===== src/hw/pcs_pkg.sv =====
// Shared constants and types for the program counter and return stack unit
package pcs_pkg;
  localparam int PCS_PC_W = 11;
  localparam int PCS_STK_DEPTH = 8;
  localparam int PCS_SP_W = 3;
  localparam int PCS_PAGE_W = 10;
  localparam int PCS_LOW_W = 8;
  localparam int PCS_ACC_W = 8;
  localparam int PCS_RSEL_W = 8;
  localparam int PCS_DADDR_W = 8;
  localparam logic [PCS_PC_W-1:0] PCS_PC_RST = 11'h000;
  localparam logic [PCS_SP_W-1:0] PCS_SP_RST = 3'h0;
  localparam logic [3:0] PCS_DIV_RST = 4'h0;
  localparam int PCS_REG_LSB = 0;
  localparam int PCS_REG_MSB = 5;
  localparam int PCS_BANK_LSB = 6;
  localparam int PCS_BANK_MSB = 7;
  localparam logic [5:0] PCS_IND_ADDR = 6'h00;

  // Clocks per instruction cycle selector: 2, 4, 8 or 16
  typedef enum logic [1:0] {
    PCS_CPI_2 = 2'b00,
    PCS_CPI_4 = 2'b01,
    PCS_CPI_8 = 2'b10,
    PCS_CPI_16 = 2'b11
  } pcs_cpi_e;

  typedef enum logic [2:0] {
    PCS_OP_NEXT = 3'b000,
    PCS_OP_PAGE_BRANCH = 3'b001,
    PCS_OP_PAGE_CALL = 3'b010,
    PCS_OP_FAR_BRANCH = 3'b011,
    PCS_OP_FAR_CALL = 3'b100,
    PCS_OP_POP = 3'b101,
    PCS_OP_ACC_SUM = 3'b110,
    PCS_OP_PC_WRITE = 3'b111
  } pcs_op_e;

  typedef enum logic {
    PCS_ST_RUN = 1'b0,
    PCS_ST_FLUSH = 1'b1
  } pcs_state_e;
endpackage : pcs_pkg


===== src/hw/pcs_cycle_div.sv =====
// Instruction cycle divider producing a one-clock end-of-cycle pulse
`timescale 1ns/1ps
`default_nettype none
module pcs_cycle_div
  import pcs_pkg::*;
(
  // Clock and reset
  input wire logic sys_clk,
  input wire logic rst_n,
  // Control
  input wire pcs_pkg::pcs_cpi_e cpi_sel,
  // Pulse
  output logic cyc_end
);
  import pcs_pkg::*;

  logic [3:0] cnt_r;
  logic [3:0] cnt_nxt;
  logic [3:0] last;

  always_comb begin
    unique case (cpi_sel)
      PCS_CPI_2: last = 4'h1;
      PCS_CPI_4: last = 4'h3;
      PCS_CPI_8: last = 4'h7;
      PCS_CPI_16: last = 4'hF;
    endcase
    cnt_nxt = (cnt_r >= last) ? PCS_DIV_RST : cnt_r + 4'h1;
  end

  always_ff @(posedge sys_clk or negedge rst_n) begin
    if (!rst_n) begin
      cnt_r <= PCS_DIV_RST;
    end else begin
      cnt_r <= cnt_nxt;
    end
  end

  assign cyc_end = (cnt_r >= last);
endmodule : pcs_cycle_div
`default_nettype wire


===== src/hw/pcs_sequencer.sv =====
// Program counter, eight-deep return stack and indirect address path
`timescale 1ns/1ps
`default_nettype none
module pcs_sequencer
  import pcs_pkg::*;
#(
  parameter int STK_DEPTH = PCS_STK_DEPTH
) (
  // Clock and reset
  input wire logic sys_clk,
  input wire logic rst_n,
  // Configuration option
  input wire pcs_pkg::pcs_cpi_e cpi_sel,
  // Decoder request, sampled at the end of each instruction cycle except the discard cycle
  input wire pcs_pkg::pcs_op_e op,
  input wire logic [PCS_PC_W-1:0] operand,
  input wire logic [PCS_ACC_W-1:0] acc,
  input wire logic [PCS_LOW_W-1:0] pc_wr_data,
  // Data register access path
  input wire logic [5:0] dreg_addr,
  input wire logic [PCS_RSEL_W-1:0] ram_select_register,
  output logic [PCS_DADDR_W-1:0] dreg_eff_addr,
  // Program memory
  output logic [PCS_PC_W-1:0] fetch_addr,
  output logic cyc_end,
  output logic flush
);
  import pcs_pkg::*;

  logic [PCS_PC_W-1:0] pc_r;
  logic [PCS_PC_W-1:0] pc_nxt;
  logic [PCS_SP_W-1:0] sp_r;
  logic [PCS_SP_W-1:0] sp_nxt;
  logic [PCS_PC_W-1:0] stk_r [STK_DEPTH];
  logic push;
  pcs_state_e st_r;
  pcs_state_e st_nxt;
  logic [PCS_PC_W-1:0] pc_inc;
  logic [PCS_SP_W-1:0] sp_top;

  pcs_cycle_div u_div (
    .sys_clk(sys_clk),
    .rst_n(rst_n),
    .cpi_sel(cpi_sel),
    .cyc_end(cyc_end)
  );

  // Bank in the upper bits, register number below; data reg storage lives elsewhere
  always_comb begin
    if (dreg_addr == PCS_IND_ADDR) begin
      dreg_eff_addr = ram_select_register;
    end else begin
      dreg_eff_addr = {ram_select_register[PCS_BANK_MSB:PCS_BANK_LSB], dreg_addr};
    end
  end

  assign pc_inc = pc_r + 11'h001;
  assign sp_top = sp_r - 3'h1;

  always_comb begin
    pc_nxt = pc_r;
    sp_nxt = sp_r;
    push = 1'b0;
    st_nxt = st_r;
    if (cyc_end) begin
      unique case (st_r)
        // Fetched word is discarded; counter already points at target
        PCS_ST_FLUSH: st_nxt = PCS_ST_RUN;
        PCS_ST_RUN: begin
          st_nxt = (op == PCS_OP_NEXT) ? PCS_ST_RUN : PCS_ST_FLUSH;
          unique case (op)
            PCS_OP_NEXT: pc_nxt = pc_inc;
            PCS_OP_PAGE_BRANCH:
              pc_nxt = {pc_r[PCS_PC_W-1], operand[PCS_PAGE_W-1:0]};
            PCS_OP_PAGE_CALL: begin
              push = 1'b1;
              pc_nxt = {pc_r[PCS_PC_W-1], operand[PCS_PAGE_W-1:0]};
            end
            PCS_OP_FAR_BRANCH: pc_nxt = operand;
            PCS_OP_FAR_CALL: begin
              push = 1'b1;
              pc_nxt = operand;
            end
            PCS_OP_POP: begin
              pc_nxt = stk_r[sp_top];
              sp_nxt = sp_top;
            end
            PCS_OP_ACC_SUM: pc_nxt = pc_r + {3'h0, acc};
            // Bits 8 to 10 kept; write covers moves and bit clears alike
            PCS_OP_PC_WRITE:
              pc_nxt = {pc_r[PCS_PC_W-1:PCS_LOW_W], pc_wr_data};
          endcase
          // Pointer wraps modulo depth: deepest entry silently replaced
          if (push) sp_nxt = sp_r + 3'h1;
        end
      endcase
    end
  end

  always_ff @(posedge sys_clk or negedge rst_n) begin
    if (!rst_n) begin
      pc_r <= PCS_PC_RST;
      sp_r <= PCS_SP_RST;
      st_r <= PCS_ST_RUN;
    end else begin
      pc_r <= pc_nxt;
      sp_r <= sp_nxt;
      st_r <= st_nxt;
    end
  end

  // Stack storage has no reset; contents are undefined until pushed
  always_ff @(posedge sys_clk) begin
    if (push) stk_r[sp_r] <= pc_inc;
  end

  assign fetch_addr = pc_r;
  assign flush = (st_r == PCS_ST_FLUSH);
endmodule : pcs_sequencer
`default_nettype wire


===== config.mk =====
export PLATFORM = sky130hd
export DESIGN_NAME = pcs_sequencer
export DESIGN_NICKNAME = d
export VERILOG_FILES = /design/src/hw/pcs_pkg.sv /design/src/hw/pcs_cycle_div.sv /design/src/hw/pcs_sequencer.sv
export SDC_FILE = /design/constraint.sdc
export NUM_CORES = 1
export LEC_CHECK = 0
export BUFFER_PORTS_ARGS = -buffer_cell sky130_fd_sc_hd__buf_2
export CORE_MARGIN = 5
export CORE_UTILIZATION = 45
export DETAILED_ROUTE_END_ITERATION = 7
export GPL_TIMING_DRIVEN = 0
export HOLD_SLACK_MARGIN = 0.06
export PLACE_DENSITY_LB_ADDON = 0.08
export SLEW_MARGIN = 15
export SYNTH_ARGS = -nofsm -noshare
export SYNTH_HDL_FRONTEND = slang
export SYNTH_SLANG_ARGS = --single-unit

===== constraint.sdc =====
create_clock -name sys_clk -period 2.73 [get_ports sys_clk]
set_input_delay 0.4095 -clock sys_clk [delete_from_list [all_inputs] [get_ports sys_clk]]
set_output_delay 0.4095 -clock sys_clk [all_outputs]
set_load 0.01 [all_outputs]

==> results.sh, run 1 <==
export IMPL_status="finished, final reports clean"
export IMPL_seqPwrFrac_pct=35.2
export IMPL_cts_buffer_depth=2
export IMPL_yosysSeqAreaShare_pct=56.71
export IMPL_ys_warn_count=0
export IMPL_critPathMaxStageDelay_ns=0.41
export IMPL_place_area_um2=6122
export IMPL_synth_edf_count=88
export IMPL_fin_area_um2=6620
export IMPL_drc=0
export IMPL_first_iter_violations=328
export IMPL_path_class="flop to flop"
export IMPL_synth_most_common_cell="edfxtp_1"
export IMPL_postSynthAreaPerCell_um2=13.41
export IMPL_clk_pin_slew_ns=0.07
export IMPL_yosys_area_top_type="edfxtp_1"
export IMPL_drt_wl_total_mm=14.18
export IMPL_hold_viol=0
export IMPL_switching_share_pct=37.10
export IMPL_clock_sinks=107
export IMPL_numPortBuffers=65
export IMPL_area_delta_synth_final_pct=20.41
export IMPL_synth_ff_type="edfxtp_1"
export IMPL_crit_arrival_ns=2.84
export IMPL_clkPwrFrac_pct=20.5
export IMPL_cp_start_kind="flop"
export IMPL_netlist_area_um2=5498
export IMPL_clock_latency_ns=0.34
export IMPL_synth_commonest_cells="edfxtp_1, nand2_1, nor2_1"
export IMPL_hp_class="primary input to flop"
export IMPL_switching_power_uw=2547
export IMPL_critical_path_top_delay_family="buffers and inverters"
export IMPL_track_usage_pct=19.97
export IMPL_yosys_register_bits=107
export IMPL_row_count=40
export IMPL_antenna_found_initial=0
export IMPL_drv_slew=0
export IMPL_wl_per_cell_um=21.71
export IMPL_fin_skew_ns=0.006478
export IMPL_p_int_uw=4319
export IMPL_synth_top_area_share_pct=48.07
export IMPL_worst_path_max_fanout=10
export IMPL_setup_tns_final_ns=0
export IMPL_grt_max_degree=20
export IMPL_htreeDepth=3
export IMPL_start_util_pct=45.77
export IMPL_num_io_pins=69
export IMPL_grt_pass1_wl_mm=21.67
export IMPL_slew_headroom_pct=35.43
export IMPL_core_area_um2=12010
export IMPL_period_needed_ns=2.643
export IMPL_fillers=1002
export IMPL_grt_overflow_total=0
export IMPL_dieWidth_um=120.5
export IMPL_cts_root_buf="clkbuf_16"
export IMPL_slowest_stage="dfrtp_1"
export IMPL_synthTopCellsByArea="edfxtp_1, dfrtp_1, mux4_2"
export IMPL_period_share_pct=96.83
export IMPL_max_freq_mhz=378.3
export IMPL_combPwrFrac_pct=44.3
export IMPL_numCtsBuffers=9
export IMPL_irDropWorstVdd_mv=0.4643
export IMPL_whs_path_depth=3
export IMPL_synth_nets=474
export IMPL_leakage_uw=0.002535
export IMPL_power_uw=6866
export IMPL_powerDensity_nw_per_um2=1037
export IMPL_drtAntennaViolNets=0
export IMPL_firstDrtPassIters=6
export IMPL_die_area_um2=14530
export IMPL_cts_tree="done"
export IMPL_max_cap_violations=0
export IMPL_place_gp_congestion=0.9313
export IMPL_worstPathCellList="buf_8, buf_12, inv_1, ha_4, buf_6, mux4_1, mux2_2, a222oi_1, a31oi_1"
export IMPL_die_h_um=120.5
export IMPL_synth_cell_types=67
export IMPL_final_util_pct=55.11
export IMPL_cp_end_kind="flop"
export IMPL_required_ns=2.93
export IMPL_path_buf_inv=4
export IMPL_worstMarginPinSlew_ns=0.9611
export IMPL_hpwl_mm=10.37
export IMPL_grt_pass1_vias=3786
export IMPL_syn_inst=410
export IMPL_dr_total_vias=3868
export IMPL_register_area_um2=3118
export IMPL_multi_input_area_um2=2323
export IMPL_layout_drive_gt1_share_pct=29.45
export IMPL_final_nets=565
export IMPL_cp_num_cells=9
export IMPL_async_reset_ff_share_pct=17.76
export IMPL_worstRegToRegCells=9
export IMPL_vias_per_cell=5.923
export IMPL_finalSetupViolations=0
export IMPL_num_antenna_cells=0
-- stage by stage --
step	setup slack, ns	hold WS [ns]	instances
2_1_floorplan	0.01673	0.1139	410
5_1_grt	-0.004655	0.4091	653
6_report	0.08663	0.3766	653
4_1_cts	0.006630	0.3758	649
3_3_place_gp	-1.306	0.4135	622
3_5_place_dp	-0.6574	0.4128	630
-- power groups by stage --
stage | Sequential (uW) | Clock, uW | Combinational [uW]
6_report | 2420 | 1410 | 3040
5_1_grt | 2440 | 1500 | 3300
4_1_cts | 2410 | 1450 | 2940
3_5_place_dp | 2450 | 0 | 2810
3_3_place_gp | 2450 | 0 | 2710
2_1_floorplan | 2420 | 0 | 1930
-- cell type report --
| class | instances | area share, % |
|---|---|---|
| flip-flops and latches | 107 | 47.10 |
| multi-input cells | 267 | 35.10 |
| repair buffers | 81 | 7.258 |
| clock buffers | 10 | 3.459 |
| well taps | 147 | 2.778 |
| plain buffers | 18 | 1.909 |
| clock inverters | 6 | 1.436 |
| inverters | 17 | 0.9639 |
-- placed cells by master, fill, tap and decap left out, drive strengths merged, types with 4 or more instances in the layout --
master,Yosys,routed
ha,15,15
buf,12,92
nor4,5,5
a31oi,4,4
o21ai,24,24
a211oi,5,5
a21oi,13,13
dfrtp,19,19
nor3,11,11
nand3,9,9
nor2,28,28
clkbuf,7,16
edfxtp,88,88
a21o,12,12
xnor2,10,10
mux4,22,22
xor2,7,7
mux2i,8,8
inv,16,19
nand2,27,27
a222oi,5,5
-- flip-flops by register name (all words and copies together), names as in the netlist --
name,flops
fetch_addr,11
flush,1
sp_r,3
stk_r,88
u_div.cnt_r,4
-- repair_timing --
item                                    in CTS  in global routing
hold buffers                                 1                  0
endpoints found under the setup margin      55                 41
pin swaps                                    4                  1
hold endpoints to repair                    19                  0
resized for setup                           14                 10
setup buffers                                3                  4
-- cells by family (layout without fill, tap and decap cells) --
logic type               Yosys count  count (layout)  synth area share [%]
adder cells (fa/ha/maj)           17              17                 3.960
buffers and inverters             36             132                 2.981
multiplexers                      33              33                 11.56
AND/OR/NAND/NOR                  103             103                 9.331
AO/OA/AOI/OAI                     97              97                 12.40
flip-flops                       107             107                 56.71
XOR/XNOR                          17              17                 3.050
-- routing by layer --
metal  part of all wire (%)  track usage, %
met2                     48           33.60
met3                    4.7           2.619
met1                     45           26.65
met4                    1.6           7.153
met5                      0               0
-- worst reg2reg max path, cell delays in order (launching register included) --
cell,delay (ns)
dfrtp_1,0.41
buf_8,0.19
buf_12,0.17
inv_1,0.13
ha_4,0.36
buf_6,0.19
mux4_1,0.28
mux2_2,0.30
a222oi_1,0.34
a31oi_1,0.13
-- path summary, 6_finish.rpt --
check	start	end	slack (ns)
min in group asynchronous	rst_n	fetch_addr[5]$_DFFE_PN0P_	0.57
max in group asynchronous	rst_n	fetch_addr[10]$_DFFE_PN0P_	1.81
min	operand[0]	fetch_addr[0]$_DFFE_PN0P_	0.38
max reg2reg	sp_r[0]$_DFFE_PN0P_	fetch_addr[3]$_DFFE_PN0P_	0.09
min reg2reg	flush$_DFFE_PN0N_	flush$_DFFE_PN0N_	0.49
max	sp_r[0]$_DFFE_PN0P_	fetch_addr[3]$_DFFE_PN0P_	0.09
Note: power is estimated with default switching activity, not from simulation.
==> run 2, diff against run 1 <==
Settings changed: ABC_AREA set to 1.
==> run 2 against run 1 <==
Compared with the run above: maximum frequency increased by 1.1%; register-to-register slack improved by 0.03 ns; die area increased by 2.5%; sequential cell count did not move; global-route usage up 1.4 points; total power increased by 8.5%; highest routed layer unchanged.
==> results.sh, run 2 <==
export IMPL_status="finished, final reports clean"
export IMPL_dp_cells=862
export IMPL_cts_root_buf="clkbuf_16"
export IMPL_clkPwrFrac_pct=20.0
export IMPL_num_io_pins=69
export IMPL_worstHoldStart="operand[4]"
export IMPL_numCtsBuffers=9
export IMPL_track_usage_pct=21.36
export IMPL_leakage_uw=0.002830
export IMPL_drt_wl_total_mm=15.11
export IMPL_grt_max_degree=20
export IMPL_yosys_register_bits=107
export IMPL_async_reset_ff_share_pct=17.76
export IMPL_cts_tree="done"
export IMPL_synth_xor_area_share_pct=1.661
export IMPL_cp_end_kind="flop"
export IMPL_yosysSeqAreaShare_pct=55.21
export IMPL_slowest_stage="nor2_2"
export IMPL_place_area_um2=6206
export IMPL_row_count=41
export IMPL_vias_per_cell=5.196
export IMPL_synthSimpleGateAreaFrac_pct=24.06
export IMPL_htreeDepth=3
export IMPL_firstDrtPassIters=5
export IMPL_reg2reg_slack_ns=0.11
export IMPL_grt_pass1_wl_mm=23.74
export IMPL_layout_commonest_cell="nand2_1"
export IMPL_synth_edf_count=88
export IMPL_setup_tns_final_ns=0
export IMPL_synthTopCellsByArea="edfxtp_1, nand2_1, dfrtp_1"
export IMPL_synth_commonest_cells="nand2_1, nor2_1, edfxtp_1"
export IMPL_hpwl_mm=10.69
export IMPL_largest_reg_flops=88
export IMPL_period_share_pct=95.81
export IMPL_grt_pass1_vias=4585
export IMPL_synth_top_family_by_area="simple AND/OR/NAND/NOR gates"
export IMPL_worst_path_most_repeated_cell="nand2_1"
export IMPL_synth_top_area_share_pct=46.79
export IMPL_slew_headroom_pct=42.83
export IMPL_max_cap_violations=0
export IMPL_wl_per_cell_um=17.19
export IMPL_synth_fa_ha_area_share_pct=3.677
export IMPL_combPwrFrac_pct=46.7
export IMPL_switching_share_pct=42.86
export IMPL_hold_end="fetch_addr[4]$_DFFE_PN0P_"
export IMPL_cts_buffer_depth=2
export IMPL_first_iter_violations=323
export IMPL_clock_sinks=107
export IMPL_synth_most_common_cell="nand2_1"
export IMPL_stdcell_count=879
export IMPL_synth_ff_type="edfxtp_1"
export IMPL_cts_setup_buffers=0
export IMPL_worstMarginPinSlew_ns=0.8567
export IMPL_irDropWorstVdd_mv=0.4207
export IMPL_top_register="stk_r"
export IMPL_worst_path_max_fanout=11
export IMPL_required_ns=2.71
export IMPL_netlist_area_um2=5648
export IMPL_cp_start_kind="flop"
export IMPL_worstRegToRegCells=8
export IMPL_worstPathCellList="ha_1, nand2_1, o21bai_1, nand2_2, nand2_4, nor2_1, nand2_1, nor2_2"
export IMPL_max_freq_mhz=382.3
export IMPL_p_int_uw=4255
export IMPL_drv_slew=0
export IMPL_die_h_um=122.0
export IMPL_crit_arrival_ns=2.60
export IMPL_grt_overflow_total=0
export IMPL_synthMuxAreaShare_pct=0
export IMPL_final_nets=766
export IMPL_switching_power_uw=3192
export IMPL_path_buf_inv=0
export IMPL_critPathMaxStageDelay_ns=0.69
export IMPL_dr_total_vias=4567
export IMPL_clock_latency_ns=0.35
export IMPL_synth_nets=688
export IMPL_finalSetupViolations=0
export IMPL_drc=0
export IMPL_start_util_pct=45.31
export IMPL_num_antenna_cells=0
export IMPL_numPortBuffers=66
export IMPL_die_area_um2=14890
export IMPL_synth_cell_types=40
export IMPL_timing_rr_start="u_div.cnt_r[3]$_DFF_PN0_"
export IMPL_register_area_um2=3118
export IMPL_clk_pin_slew_ns=0.07
export IMPL_hp_class="primary input to flop"
export IMPL_drtAntennaViolNets=0
export IMPL_layout_drive_gt1_share_pct=17.82
export IMPL_syn_inst=624
export IMPL_critical_path_top_delay_family="simple AND/OR/NAND/NOR gates"
export IMPL_r2r_end="stk_r[0][4]$_DFFE_PP_"
export IMPL_yosys_area_top_type="edfxtp_1"
export IMPL_powerDensity_nw_per_um2=1133
export IMPL_area_delta_synth_final_pct=16.42
export IMPL_place_gp_congestion=0.9250
export IMPL_antenna_found_initial=0
export IMPL_fillers=1170
export IMPL_fin_area_um2=6575
export IMPL_final_cell_mix="nand2_1, nor2_1, edfxtp_1"
export IMPL_dieWidth_um=122.0
export IMPL_postSynthAreaPerCell_um2=9.051
export IMPL_rsz0062_at_grt="yes"
export IMPL_multi_input_area_um2=2202
export IMPL_fin_skew_ns=0.006771
export IMPL_whs_path_depth=5
export IMPL_core_area_um2=12470
export IMPL_path_class="flop to flop"
export IMPL_seqPwrFrac_pct=33.3
export IMPL_period_needed_ns=2.616
export IMPL_synth_compound_area_share_pct=9.149
export IMPL_hold_viol=0
export IMPL_ys_warn_count=0
## run 2: cell count changes after synthesis, moves of 8 or more
cell / previous run / this run
nor2_1: 27 / 109
nor3_1: 11 / 0
inv_1: 16 / 53
xnor2_1: 10 / 1
a21o_1: 12 / 0
nand2_1: 27 / 132
mux2i_1: 8 / 0
o21ai_0: 24 / 46
mux4_2: 15 / 0
nand3_1: 9 / 60
## run 2: worst register-to-register path: stages, from the launching register on
cell      delay (ns)
dfrtp_1         0.39
ha_1            0.30
nand2_1         0.06
o21bai_1        0.17
nand2_2         0.15
nand2_4         0.14
nor2_1          0.18
nand2_1         0.17
nor2_2          0.69
## run 2: timing repair
item / in CTS / in global routing
hold buffers: 1 / 0
endpoints found under the setup margin: 33 / 79
endpoints found under the hold margin: 19 / 0
pin swaps: 0 / 0
gates resized for setup: 1 / 7
## run 2: cell families (layout without fill, tap and decap cells)
group	Yosys count	count (layout)
adder cells (fa/ha/maj)	16	16
flip-flops	107	107
AND/OR/NAND/NOR	321	321
AO/OA/AOI/OAI	90	90
buffers and inverters	81	164
XOR/XNOR	9	9
## run 2: layout make-up
class / count / share of cell area (%)
Sequential cell: 107 / 47.42
Timing Repair Buffer: 67 / 5.176
Multi-Input combinational cell: 436 / 33.49
Buffer: 19 / 1.846
Clock inverter: 7 / 1.751
Clock buffer: 9 / 3.425
Tap cell: 172 / 3.273
Inverter: 62 / 3.616
## run 2: power groups by stage
stage | combinational [uW] | clock [uW] | sequential, uW
after floorplan | 2320 | 0 | 2480
after global placement | 3360 | 0 | 2510
after detailed placement | 3450 | 0 | 2520
after CTS | 3470 | 1510 | 2480
after global routing | 3900 | 1570 | 2510
final | 3480 | 1490 | 2480
## run 2: worst max-delay path by stage
stage               cells after the start                    end                      from  slack [ns]
global route                            8  stk_r[2][0]$_DFFE_PP_  u_div.cnt_r[2]$_DFF_PN0_       -0.07
CTS                                     8  stk_r[6][9]$_DFFE_PP_  u_div.cnt_r[3]$_DFF_PN0_       -0.14
global placement                       10  stk_r[0][2]$_DFFE_PP_                cpi_sel[1]       -0.34
detailed placement                     10  stk_r[4][4]$_DFFE_PP_                cpi_sel[1]       -0.31
finish                                  8  stk_r[0][4]$_DFFE_PP_  u_div.cnt_r[3]$_DFF_PN0_        0.11
floorplan                               9  stk_r[0][0]$_DFFE_PP_                cpi_sel[1]        0.45
## run 2: per-stage QoR
step           setup slack, ns  hold WS (ns)  utilization, %  total power [uW]
6_report                0.1144        0.4044           52.75              7447
5_1_grt               -0.07280        0.4465           52.75              7977
4_1_cts                -0.1422        0.4005           52.61              7463
3_5_place_dp           -0.3061        0.4018           49.78              5971
3_3_place_gp           -0.3403        0.3993           49.68              5866
2_1_floorplan           0.4494        0.1139               -              4805
## run 2: routing by layer
metal	up-vias	track usage [%]	wire length (um)
li1	2247	-	-
met1	2109	27.79	6467
met2	184	35.70	7208
met3	27	3.389	1097
met4	0	8.754	337
met5	-	0	0
